--- config.mk ---
export PLATFORM = sky130hd
export DESIGN_NAME = framer_test_ctrl_flat
export DESIGN_NICKNAME = d
export VERILOG_FILES = /design/src/rtl/framer_test_pkg.sv /design/src/rtl/framer_ctrl_if.sv /design/src/rtl/pattern_gen.sv /design/src/rtl/framer_test_ctrl.sv /design/src/flat_wrapper.sv
export SDC_FILE = /design/constraint.sdc
export NUM_CORES = 1
export LEC_CHECK = 0
export BUFFER_PORTS_ARGS = -buffer_cell sky130_fd_sc_hd__buf_4
export CAP_MARGIN = 10
export CORE_MARGIN = 1
export CORE_UTILIZATION = 40
export CTS_CLUSTER_DIAMETER = 60
export CTS_CLUSTER_SIZE = 40
export DETAILED_ROUTE_END_ITERATION = 10
export SYNTH_ARGS = -nofsm -noshare
export SYNTH_HDL_FRONTEND = slang
export SYNTH_HIERARCHICAL = 1
export SYNTH_SLANG_ARGS = --single-unit
--- constraint.sdc ---
create_clock -name pclk -period 6.5 [get_ports pclk]
set_input_delay 0.65 -clock pclk [delete_from_list [all_inputs] [get_ports pclk]]
set_output_delay 0.65 -clock pclk [all_outputs]
set_load 0.01 [all_outputs]
--- src/rtl/framer_test_pkg.sv ---
// constants and types shared by the framer test/sysref control ends
// Summary of operation
// RL1: converter samples normal; checkerboard, toggle, ramp sources
// RL2: prbs orders 31, 23, 15, 9, 7 selectable
// RL3: user 16-bit word, repeated or sent once
// RL4: insert at framer, serdes entry or after map
// RL5: sysref gate addressed by any framer mask
// RL6: multiframe clock realigns only on sysref rise
// RL7: per-framer sysref gate, 1 passes, 0 blocks
// RL8: sysref gates open after reset
// RL9: sync sequencer holds sysref until stages done
// RL10: 8-bit status word, bits 7..4 reserved zero
// RL11: status bit 3 is sync request level
// RL12: status bit 2 flags later sysref phase mismatch
// RL13: status bit 1 shows sysref phase established
// RL14: status bit 0 flags unsupported configuration
// RL15: expose lane-align state and chosen sync input
// RL16: test data replaces sample data on lanes
// RL17: error injection inverts test data bits
// RL18: injection one framer, four-bit lane mask
// RL19: controller injects only after test data enabled
// RL20: framer enable allows disable and relink
// RL21: controller reads status only with links running; the controller here reads status with links disabled too
// RL22: sync input choice 0, 1, 2 picks input
// RL23: prbs use customary maximal-length polynomials
// RL24: injection corrupts one data word per request
package framer_test_pkg;
  localparam int NUM_FRAMERS = 3;
  localparam int NUM_LANES   = 4;
  localparam int WORD_W      = 16;
  localparam int MF_W        = 5;
  localparam logic [MF_W-1:0] MF_LAST = 5'h1F;

  typedef enum logic [3:0] {
    converter_sample_source  = 4'h0,
    alternating_pattern_source = 4'h1,
    word_toggle_source       = 4'h2,
    prbs_order_31_source     = 4'h3,
    prbs_order_23_source     = 4'h4,
    prbs_order_15_source     = 4'h5,
    prbs_order_9_source      = 4'h6,
    prbs_order_7_source      = 4'h7,
    incrementing_ramp_source = 4'h8,
    user_word_repeat_source  = 4'h9,
    user_word_single_source  = 4'hA
  } source_t;

  typedef enum logic [1:0] {
    inject_at_framer_entry = 2'h0,
    inject_at_serdes_entry = 2'h1,
    inject_after_lane_map  = 2'h2
  } insert_t;

  // status word fields
  localparam int ST_SYNC    = 3;
  localparam int ST_PHERR   = 2;
  localparam int ST_PHASE   = 1;
  localparam int ST_BADCFG  = 0;
  localparam logic [7:0] ST_RSVD_MASK = 8'h0F;

  localparam logic [WORD_W-1:0] CHECKER_WORD = 16'hAAAA;
  localparam logic [WORD_W-1:0] ZERO_WORD    = 16'h0000;
  localparam logic [WORD_W-1:0] ONES_WORD    = 16'hFFFF;
  localparam logic [31:0]       PRBS_SEED    = 32'h7FFFFFFF;

  // lane-align states
  typedef enum logic [2:0] {
    align_idle = 3'b001,
    align_cgs  = 3'b010,
    align_data = 3'b100
  } align_t;

  // apb register map of the controller (byte offsets)
  localparam logic [7:0] REG_ENABLE = 8'h00;
  localparam logic [7:0] REG_GATE   = 8'h04;
  localparam logic [7:0] REG_TEST   = 8'h08;
  localparam logic [7:0] REG_USER   = 8'h0C;
  localparam logic [7:0] REG_INJECT = 8'h10;
  localparam logic [7:0] REG_STATUS = 8'h14;
  localparam logic [7:0] REG_SYNCSEL = 8'h18;
  localparam logic [7:0] REG_MCS    = 8'h1C;
  localparam logic [7:0] REG_SAMPLE = 8'h20;
endpackage

--- src/rtl/framer_ctrl_if.sv ---
// control interface joining the controller to the framer block
interface framer_ctrl_if;
  import framer_test_pkg::*;
  logic [NUM_FRAMERS-1:0]  link_en;
  logic [NUM_FRAMERS-1:0]  gate_mask;
  logic                    gate_val;
  logic                    gate_wr;
  logic [NUM_FRAMERS-1:0]  test_mask;
  source_t                 test_src;
  insert_t                 test_pt;
  logic                    test_wr;
  logic [WORD_W-1:0]       user_word;
  logic [1:0]              inj_framer;
  logic [NUM_LANES-1:0]    lane_choice_mask;
  logic                    inj_req;
  logic [1:0]              stat_sel;
  logic [7:0]              framer_state_word;
  align_t                  lane_align_state;
  logic [1:0]              sync_input_used;
  logic [2*NUM_FRAMERS-1:0] sync_input_choice;
  logic                    mcs_done;

  modport device (
    input  link_en, gate_mask, gate_val, gate_wr, test_mask, test_src, test_pt,
    input  test_wr, user_word, inj_framer, lane_choice_mask, inj_req, stat_sel,
    input  sync_input_choice, mcs_done,
    output framer_state_word, lane_align_state, sync_input_used
  );
  modport host (
    output link_en, gate_mask, gate_val, gate_wr, test_mask, test_src, test_pt,
    output test_wr, user_word, inj_framer, lane_choice_mask, inj_req, stat_sel,
    output sync_input_choice, mcs_done,
    input  framer_state_word, lane_align_state, sync_input_used
  );
endinterface

--- src/rtl/pattern_gen.sv ---
// one framer's test-word generator
module pattern_gen
  import framer_test_pkg::*;
(
  input  wire logic              pclk,
  input  wire logic              presetn,
  input  wire logic              run,
  input  wire logic              restart,
  input  framer_test_pkg::source_t src,
  input  wire logic [WORD_W-1:0] user_word,
  output logic [WORD_W-1:0]      word
);
  import framer_test_pkg::*;

  logic [31:0]       lfsr_q, lfsr_d;
  logic [WORD_W-1:0] ramp_q, ramp_d;
  logic              tog_q, tog_d;
  logic              once_q, once_d;
  logic [WORD_W-1:0] word_q, word_d;

  // one prbs step for a given order, customary maximal-length taps
  function automatic logic [31:0] prbs_step(input logic [31:0] s, input source_t k);
    logic fb;
    fb = 1'b0;
    case (k)
      prbs_order_31_source: fb = s[30] ^ s[27];
      prbs_order_23_source: fb = s[22] ^ s[17];
      prbs_order_15_source: fb = s[14] ^ s[13];
      prbs_order_9_source:  fb = s[8] ^ s[4];
      default:              fb = s[6] ^ s[5];
    endcase
    return {s[30:0], fb};
  endfunction

  // sixteen prbs steps per word; [RL23]
  always_comb begin
    lfsr_d = lfsr_q;
    ramp_d = ramp_q;
    tog_d  = tog_q;
    once_d = once_q;
    word_d = word_q;
    if (restart) begin
      lfsr_d = PRBS_SEED;
      ramp_d = ZERO_WORD;
      tog_d  = 1'b0;
      once_d = 1'b0;
    end else if (run) begin
      for (int i = 0; i < WORD_W; i++) begin
        lfsr_d = prbs_step(lfsr_d, src);
      end
      ramp_d = ramp_q + 16'h0001;
      tog_d  = ~tog_q;
      once_d = 1'b1;
      case (src)
        alternating_pattern_source: word_d = CHECKER_WORD; // [RL1]
        word_toggle_source:         word_d = tog_q ? ONES_WORD : ZERO_WORD;
        incrementing_ramp_source:   word_d = ramp_q;
        user_word_repeat_source:    word_d = user_word; // [RL3]
        user_word_single_source:    word_d = once_q ? ZERO_WORD : user_word; // [RL3]
        prbs_order_31_source, prbs_order_23_source, prbs_order_15_source,
        prbs_order_9_source, prbs_order_7_source:
                                    word_d = lfsr_d[WORD_W-1:0]; // [RL2]
        default:                    word_d = ZERO_WORD;
      endcase
    end
  end

  always_ff @(posedge pclk or negedge presetn) begin
    if (!presetn) begin
      lfsr_q <= PRBS_SEED;
      ramp_q <= ZERO_WORD;
      tog_q  <= 1'b0;
      once_q <= 1'b0;
      word_q <= ZERO_WORD;
    end else begin
      lfsr_q <= lfsr_d;
      ramp_q <= ramp_d;
      tog_q  <= tog_d;
      once_q <= once_d;
      word_q <= word_d;
    end
  end

  assign word = word_q;
endmodule

--- src/rtl/framer_test_ctrl.sv ---
// device end: test patterns, error injection, sysref gating, status
module framer_test_ctrl
  import framer_test_pkg::*;
(
  input  wire logic                   pclk,
  input  wire logic                   presetn,
  framer_ctrl_if.device               ctl,
  input  wire logic                   sysref_pin,
  input  wire logic [2:0]             sync_request_input,
  input  wire logic [NUM_FRAMERS-1:0] cfg_unsupported,
  input  wire logic [NUM_FRAMERS*NUM_LANES*WORD_W-1:0] sample_in,
  output logic [NUM_FRAMERS*NUM_LANES*WORD_W-1:0]      lane_out,
  output logic [NUM_FRAMERS-1:0]      mf_start,
  output logic [NUM_FRAMERS*2-1:0]    insert_point_out
);
  import framer_test_pkg::*;

  // pin inputs pass three flops; the first is read only by the second
  logic [3:0] pin_s1_q, pin_s2_q, pin_s3_q, pin_lvl_q, pin_lvl_d;

  // a change counts once flops two and three agree; one-cycle glitches die here
  always_comb begin
    pin_lvl_d = (pin_s2_q & pin_s3_q) | (pin_lvl_q & (pin_s2_q | pin_s3_q));
  end

  always_ff @(posedge pclk or negedge presetn) begin
    if (!presetn) begin
      pin_s1_q  <= 4'h0;
      pin_s2_q  <= 4'h0;
      pin_s3_q  <= 4'h0;
      pin_lvl_q <= 4'h0;
    end else begin
      pin_s1_q  <= {sync_request_input, sysref_pin};
      pin_s2_q  <= pin_s1_q;
      pin_s3_q  <= pin_s2_q;
      pin_lvl_q <= pin_lvl_d;
    end
  end
  wire logic sysref_rise = pin_lvl_d[0] & ~pin_lvl_q[0];
  wire logic [2:0] sync_lvl = pin_lvl_q[3:1];

  // control registers
  logic [NUM_FRAMERS-1:0] gate_q, gate_d;
  logic [NUM_FRAMERS-1:0] test_on_q, test_on_d;
  logic [NUM_FRAMERS-1:0] restart;
  source_t                src_q[NUM_FRAMERS], src_d[NUM_FRAMERS];
  insert_t                pt_q[NUM_FRAMERS], pt_d[NUM_FRAMERS];
  logic [NUM_LANES-1:0]   inv_q[NUM_FRAMERS], inv_d[NUM_FRAMERS];

  always_comb begin
    gate_d    = gate_q;
    test_on_d = test_on_q;
    restart   = '0;
    for (int f = 0; f < NUM_FRAMERS; f++) begin
      src_d[f] = src_q[f];
      pt_d[f]  = pt_q[f];
      inv_d[f] = '0; // one corrupted word per request [RL24]
      if (ctl.gate_wr && ctl.gate_mask[f]) begin
        gate_d[f] = ctl.gate_val; // [RL5] [RL7]
      end
      if (ctl.test_wr && ctl.test_mask[f]) begin
        src_d[f]     = ctl.test_src;
        pt_d[f]      = ctl.test_pt; // [RL4]
        test_on_d[f] = (ctl.test_src != converter_sample_source);
        restart[f]   = 1'b1;
      end
      // one framer, chosen lanes; ignored unless test data runs [RL18]
      if (ctl.inj_req && ctl.inj_framer == 2'(f) && test_on_q[f]) begin
        inv_d[f] = ctl.lane_choice_mask; // [RL17]
      end
    end
  end

  always_ff @(posedge pclk or negedge presetn) begin
    if (!presetn) begin
      gate_q    <= {NUM_FRAMERS{1'b1}}; // open after reset [RL8]
      test_on_q <= '0;
      for (int f = 0; f < NUM_FRAMERS; f++) begin
        src_q[f] <= converter_sample_source;
        pt_q[f]  <= inject_at_framer_entry;
        inv_q[f] <= '0;
      end
    end else begin
      gate_q    <= gate_d;
      test_on_q <= test_on_d;
      for (int f = 0; f < NUM_FRAMERS; f++) begin
        src_q[f] <= src_d[f];
        pt_q[f]  <= pt_d[f];
        inv_q[f] <= inv_d[f];
      end
    end
  end

  // per-framer datapath, multiframe clock and status
  logic [MF_W-1:0]  mf_q[NUM_FRAMERS], mf_d[NUM_FRAMERS];
  logic [NUM_FRAMERS-1:0] phase_q, phase_d, perr_q, perr_d, mfs_q, mfs_d;
  logic [NUM_FRAMERS*NUM_LANES*WORD_W-1:0] lane_q, lane_d;
  logic [WORD_W-1:0] pat[NUM_FRAMERS];
  logic [NUM_FRAMERS*2-1:0] ipt_q, ipt_d;
  logic [1:0] ssel[NUM_FRAMERS];

  genvar g;
  generate
    for (g = 0; g < NUM_FRAMERS; g++) begin : gen_fr
      pattern_gen pattern_gen_inst (
        .pclk      (pclk),
        .presetn   (presetn),
        .run       (test_on_q[g] & ctl.link_en[g]),
        .restart   (restart[g]),
        .src       (src_q[g]),
        .user_word (ctl.user_word),
        .word      (pat[g])
      );
      assign ssel[g] = ctl.sync_input_choice[2*g +: 2];
    end
  endgenerate

  always_comb begin
    lane_d  = lane_q;
    phase_d = phase_q;
    perr_d  = perr_q;
    mfs_d   = '0;
    ipt_d   = ipt_q;
    for (int f = 0; f < NUM_FRAMERS; f++) begin
      mf_d[f] = mf_q[f] + 5'h01;
      // sysref reaches a framer only if gate open and sequencer done [RL7] [RL9]
      if (!ctl.link_en[f]) begin
        mf_d[f]    = '0; // disabled framer drops its phase for relink [RL20]
        phase_d[f] = 1'b0;
        perr_d[f]  = 1'b0;
      end else if (sysref_rise && gate_q[f] && ctl.mcs_done) begin
        if (!phase_q[f]) begin
          mf_d[f]    = '0; // realign only on a rising edge [RL6]
          phase_d[f] = 1'b1; // [RL13]
        end else if (mf_q[f] != MF_LAST) begin
          perr_d[f] = 1'b1; // later edge off the first phase [RL12]
        end
      end
      mfs_d[f] = ctl.link_en[f] && (mf_q[f] == MF_LAST);
      ipt_d[2*f +: 2] = pt_q[f];
      for (int l = 0; l < NUM_LANES; l++) begin
        if (!ctl.link_en[f]) begin
          lane_d[(f*NUM_LANES+l)*WORD_W +: WORD_W] = ZERO_WORD;
        end else if (test_on_q[f]) begin
          // test data replaces samples [RL16]
          lane_d[(f*NUM_LANES+l)*WORD_W +: WORD_W] =
            inv_q[f][l] ? ~pat[f] : pat[f]; // [RL17]
        end else begin
          lane_d[(f*NUM_LANES+l)*WORD_W +: WORD_W] =
            sample_in[(f*NUM_LANES+l)*WORD_W +: WORD_W]; // [RL1]
        end
      end
    end
  end

  always_ff @(posedge pclk or negedge presetn) begin
    if (!presetn) begin
      lane_q  <= '0;
      phase_q <= '0;
      perr_q  <= '0;
      mfs_q   <= '0;
      ipt_q   <= '0;
      for (int f = 0; f < NUM_FRAMERS; f++) begin
        mf_q[f] <= '0;
      end
    end else begin
      lane_q  <= lane_d;
      phase_q <= phase_d;
      perr_q  <= perr_d;
      mfs_q   <= mfs_d;
      ipt_q   <= ipt_d;
      for (int f = 0; f < NUM_FRAMERS; f++) begin
        mf_q[f] <= mf_d[f];
      end
    end
  end

  // status word of the framer named by stat_sel [RL10]
  logic [7:0] stw_q, stw_d;
  align_t     al_q, al_d;
  logic [1:0] su_q, su_d;
  always_comb begin
    int s;
    s     = (ctl.stat_sel < 2'(NUM_FRAMERS)) ? int'(ctl.stat_sel) : 0;
    stw_d = 8'h00; // reserved bits read zero
    su_d  = (ssel[s] < 2'(NUM_FRAMERS)) ? ssel[s] : 2'h0; // [RL22]
    stw_d[ST_SYNC]   = sync_lvl[su_d]; // [RL11]
    stw_d[ST_PHERR]  = perr_q[s]; // [RL12]
    stw_d[ST_PHASE]  = phase_q[s]; // [RL13]
    stw_d[ST_BADCFG] = cfg_unsupported[s]; // [RL14]
    stw_d = stw_d & ST_RSVD_MASK;
    // align state: idle disabled, cgs while sync low, data else [RL15]
    if (!ctl.link_en[s]) begin
      al_d = align_idle;
    end else if (!sync_lvl[su_d]) begin
      al_d = align_cgs;
    end else begin
      al_d = align_data;
    end
  end

  always_ff @(posedge pclk or negedge presetn) begin
    if (!presetn) begin
      stw_q <= 8'h00;
      al_q  <= align_idle;
      su_q  <= 2'h0;
    end else begin
      stw_q <= stw_d;
      al_q  <= al_d;
      su_q  <= su_d;
    end
  end

  assign ctl.framer_state_word = stw_q;
  assign ctl.lane_align_state  = al_q;
  assign ctl.sync_input_used   = su_q; // [RL15]
  assign lane_out         = lane_q;
  assign mf_start         = mfs_q;
  assign insert_point_out = ipt_q;
endmodule

--- src/flat_wrapper.sv ---
// flat-port wrapper written by rule: the top's interface ports become plain ports
module framer_test_ctrl_flat import framer_test_pkg::*;
  (pclk, presetn, sysref_pin, sync_request_input, cfg_unsupported, sample_in, lane_out, mf_start, insert_point_out, ctl_link_en, ctl_gate_mask, ctl_gate_val, ctl_gate_wr, ctl_test_mask, ctl_test_src, ctl_test_pt, ctl_test_wr, ctl_user_word, ctl_inj_framer, ctl_lane_choice_mask, ctl_inj_req, ctl_stat_sel, ctl_sync_input_choice, ctl_mcs_done, ctl_framer_state_word, ctl_lane_align_state, ctl_sync_input_used);
  framer_ctrl_if ctl_i ();
  input  wire logic pclk;
  input  wire logic presetn;
  input  wire logic sysref_pin;
  input  wire logic [2:0] sync_request_input;
  input  wire logic [NUM_FRAMERS-1:0] cfg_unsupported;
  input  wire logic [NUM_FRAMERS*NUM_LANES*WORD_W-1:0] sample_in;
  output logic [NUM_FRAMERS*NUM_LANES*WORD_W-1:0] lane_out;
  output logic [NUM_FRAMERS-1:0] mf_start;
  output logic [NUM_FRAMERS*2-1:0] insert_point_out;
  input wire logic [$bits(ctl_i.link_en)-1:0] ctl_link_en;
  input wire logic [$bits(ctl_i.gate_mask)-1:0] ctl_gate_mask;
  input wire logic [$bits(ctl_i.gate_val)-1:0] ctl_gate_val;
  input wire logic [$bits(ctl_i.gate_wr)-1:0] ctl_gate_wr;
  input wire logic [$bits(ctl_i.test_mask)-1:0] ctl_test_mask;
  input wire logic [$bits(ctl_i.test_src)-1:0] ctl_test_src;
  input wire logic [$bits(ctl_i.test_pt)-1:0] ctl_test_pt;
  input wire logic [$bits(ctl_i.test_wr)-1:0] ctl_test_wr;
  input wire logic [$bits(ctl_i.user_word)-1:0] ctl_user_word;
  input wire logic [$bits(ctl_i.inj_framer)-1:0] ctl_inj_framer;
  input wire logic [$bits(ctl_i.lane_choice_mask)-1:0] ctl_lane_choice_mask;
  input wire logic [$bits(ctl_i.inj_req)-1:0] ctl_inj_req;
  input wire logic [$bits(ctl_i.stat_sel)-1:0] ctl_stat_sel;
  input wire logic [$bits(ctl_i.sync_input_choice)-1:0] ctl_sync_input_choice;
  input wire logic [$bits(ctl_i.mcs_done)-1:0] ctl_mcs_done;
  output wire logic [$bits(ctl_i.framer_state_word)-1:0] ctl_framer_state_word;
  output wire logic [$bits(ctl_i.lane_align_state)-1:0] ctl_lane_align_state;
  output wire logic [$bits(ctl_i.sync_input_used)-1:0] ctl_sync_input_used;
  assign ctl_i.link_en = ctl_link_en;
  assign ctl_i.gate_mask = ctl_gate_mask;
  assign ctl_i.gate_val = ctl_gate_val;
  assign ctl_i.gate_wr = ctl_gate_wr;
  assign ctl_i.test_mask = ctl_test_mask;
  assign ctl_i.test_src = ctl_test_src;
  assign ctl_i.test_pt = ctl_test_pt;
  assign ctl_i.test_wr = ctl_test_wr;
  assign ctl_i.user_word = ctl_user_word;
  assign ctl_i.inj_framer = ctl_inj_framer;
  assign ctl_i.lane_choice_mask = ctl_lane_choice_mask;
  assign ctl_i.inj_req = ctl_inj_req;
  assign ctl_i.stat_sel = ctl_stat_sel;
  assign ctl_i.sync_input_choice = ctl_sync_input_choice;
  assign ctl_i.mcs_done = ctl_mcs_done;
  assign ctl_framer_state_word = ctl_i.framer_state_word;
  assign ctl_lane_align_state = ctl_i.lane_align_state;
  assign ctl_sync_input_used = ctl_i.sync_input_used;
  framer_test_ctrl u_core (.pclk(pclk), .presetn(presetn), .ctl(ctl_i), .sysref_pin(sysref_pin), .sync_request_input(sync_request_input), .cfg_unsupported(cfg_unsupported), .sample_in(sample_in), .lane_out(lane_out), .mf_start(mf_start), .insert_point_out(insert_point_out));
endmodule
==> metrics.yaml <==
cp.buffers_inverters: 0
die_y_um: 259.5
critPathKind: "reg2reg"
regArea_um2: 12090
max_stage_delay_ns: 0.78
post_cts_buffers: 0
first_iter_violations: 1991
leakagePower_uw: 0.01472
vias: 21190
multi_input_area_um2: 13170
drcViolationCount: 0
gr-total-overflow: 0
wl_per_cell_um: 24.09
status: "finished clean"
hp-class: "in2async"
antenna_found_initial: 1
synth-edff-count: 0
cts-buffers-inserted: 42
synth_area_um2: 26530
path_delay_family: "compound AO/OA/AOI/OAI gates"
synth_cell_types: 89
synth_top_area_share_pct: 35.93
ant_nets: 0
gp_congestion: 0.9386
pwr-share-clk_pct: 23.6
synth_ff_type: "dfrtp_1"
worstMarginPinSlew_ns: 1.158
crit_chain: "a21o_1 > nor2b_1 > o221ai_1 > a222oi_1 > o311ai_4 > xor2_1 > nor2_1 > o41ai_1"
drv_slew: 0
finalCriticalPeriod_ns: 3.475
ctsLongestPathBuffers: 3
crit_path_start_kind: "register"
cts_tree: "yes"
mostFrequentLayoutCells: "483 x buf_4, 378 x dfrtp_1, 334 x xnor2_1, 236 x nand2_1, 174 x nor2_1"
pwr-share-comb_pct: 37.2
core_area_um2: 65750
postSynthAreaPerCell_um2: 10.09
cap_violations: 0
internal_power_uw: 7176
maxSlewHeadroom_pct: 22.79
finalHoldViolations: 0
power.density_nw_per_um2: 376.0
cts_root_buf: "clkbuf_16"
cpMaxStageDelayCell: "dfrtp_1"
grtUsageTotal_pct: 26.19
netlist_instances: 2630
ir_drop_mv: 0.1837
rows: 94
power.share.switching_pct: 39.76
fin_skew_ns: 0.03681
ys_top_cells_by_area: "dfrtp_1 36%, xnor2_1 11%, dfstp_2 9.6%"
final_util_pct: 48.19
cts_hold_buf: 0
routed_wl_mm: 90.69
htreeDepth: 2
cts_resized: 0
clkSinkCount: 478
ys_seq_area_share_pct: 45.54
start_util_pct: 40.36
cp_max_fo: 23
io_buffers: 460
rsz0062_at_grt: "no"
dr.pass1.iters: 6
synth-seq-cells: 478
clk-insertion-delay-late_ns: 0.60
hpwl_mm: 66.38
cp_data_required_time_ns: 6.98
vias_per_cell: 5.629
die_x_um: 259.5
synthArstFlopShare_pct: 100.0
p_switching_uw: 4737
io_pins: 465
yosysTopAreaCell: "dfrtp_1"
grt_max_degree: 152
area_delta_synth_final_pct: 19.42
drive_gt1_share_pct: 24.76
grt_pass1_vias: 20100
final_common_cell: "buf_4"
setup.worst_path.end_class: "register"
setup_violations: 0
n_fill_cell: 6109
max_freq_mhz: 287.8
fin_nets: 3126
clkTransAtPathRegs_ns: 0.09
dieArea_um2: 67360
crit_arrival_ns: 3.95
fin_crit_sh_pct: 53.46
yosys_warnings: 6
finalSetupTns_ns: 0
seq_power_share_pct: 39.2
grt_pass1_wl_mm: 133.1
## path summary, 6_finish.rpt
kind | startpoint | to | slack (ns) | cells past startpoint
worst max-delay path | u_core/src_q[1] | u_core/gen_fr[2].pattern_gen_inst/lfsr_q[0] | 3.02 | 8
worst min-delay path | presetn | u_core/lane_out[41] | 0.07 | 1
worst max register to register | u_core/src_q[1] | u_core/gen_fr[2].pattern_gen_inst/lfsr_q[0] | 3.02 | 8
worst min register to register | u_core/pin_s1_q[3] | u_core/pin_s2_q[3] | 0.35 | 0
max in group asynchronous | presetn | u_core/test_on_q[2] | 4.98 | 2
min in group pclk | sysref_pin | u_core/pin_s1_q[0] | 0.14 | 1
## synth_stat cells (11+ instances only)
| cell | number |
|---|---|
| nor3_1 | 32 |
| and3_1 | 16 |
| buf_1 | 34 |
| a211o_1 | 71 |
| dfrtp_1 | 381 |
| dfstp_2 | 97 |
| xnor2_1 | 334 |
| o21ai_1 | 14 |
| nor2_1 | 174 |
| nand2b_1 | 16 |
| clkbuf_1 | 207 |
| o211a_1 | 153 |
| nor2b_1 | 72 |
| o22ai_1 | 37 |
| inv_1 | 15 |
| o21ai_0 | 55 |
| a221o_1 | 36 |
| or3_1 | 15 |
| mux2_1 | 21 |
| mux2i_1 | 11 |
| buf_2 | 42 |
| and2_1 | 26 |
| a211oi_1 | 52 |
| nand3_1 | 16 |
| nand2_1 | 236 |
| a22oi_1 | 16 |
| xor2_1 | 112 |
| a21oi_1 | 93 |
| a221oi_1 | 36 |
## flip-flops by register name, summed over array words and instances, names as in the netlist, 6 cells and up
signal                                 count
u_core/lane_out                          192
u_core/gen_fr.pattern_gen_inst/lfsr_q     93
u_core/gen_fr.pattern_gen_inst/ramp_q     48
u_core/gen_fr.pattern_gen_inst/word       48
u_core/mf_q                               15
u_core/inv_q                              12
u_core/src_q                              12
u_core/insert_point_out                    6
u_core/ipt_d                               6
## stage by stage
step           power (uW)  setup WS [ns]  std cells  cell area [um^2]  hold WS [ns]
6_report            11910          3.025       3765             31680       0.06716
5_1_grt             12510          2.696       3765             31680        0.1078
4_1_cts             11920          3.059       3763             31670        0.1033
3_5_place_dp         9064          2.617       3685             30110        0.3371
3_3_place_gp         9021          2.694       3685             30110        0.3368
2_1_floorplan        7433          3.801       2633             26540        0.3312
## layer usage
| layer | up-vias | global-route usage [%] | share of wire (%) |
|---|---|---|---|
| met1 | 10570 | 36.76 | 44 |
| met3 | 131 | 4.198 | 6.9 |
| met2 | 844 | 41.39 | 46 |
| li1 | 9650 | - | - |
| met4 | 0 | 7.859 | 2.9 |
| met5 | - | 0 | 0 |
## cells by family after synthesis
kind of cell             after synthesis  synth area share [%]
AO/OA/AOI/OAI                        664                 20.17
AND/OR/NAND/NOR                      675                 12.47
multiplexers                          34                 1.476
flip-flops                           478                 45.54
buffers and inverters                317                 4.904
other                                  1               0.01413
adder cells (fa/ha/maj)               13                0.5753
XOR/XNOR                             448                 14.85
## power by group through the flow
stage / clock (uW) / sequential [uW] / combinational (uW)
floorplan: 0 / 3980 / 3450
global placement: 0 / 4700 / 4320
detailed placement: 0 / 4710 / 4350
CTS: 2890 / 4660 / 4370
global route: 3010 / 4740 / 4760
finish: 2810 / 4670 / 4430
## cell type report
| type | count | share of cell area [%] |
|---|---|---|
| clock buffers | 46 | 3.495 |
| multi-input cells | 1838 | 41.58 |
| well taps | 864 | 3.412 |
| diodes | 1 | 0.007898 |
| repair buffers | 487 | 11.68 |
| clock inverters | 32 | 1.430 |
| flip-flops and latches | 478 | 38.17 |
| inverters | 19 | 0.2251 |
Note: power is estimated with default switching activity, not from simulation.
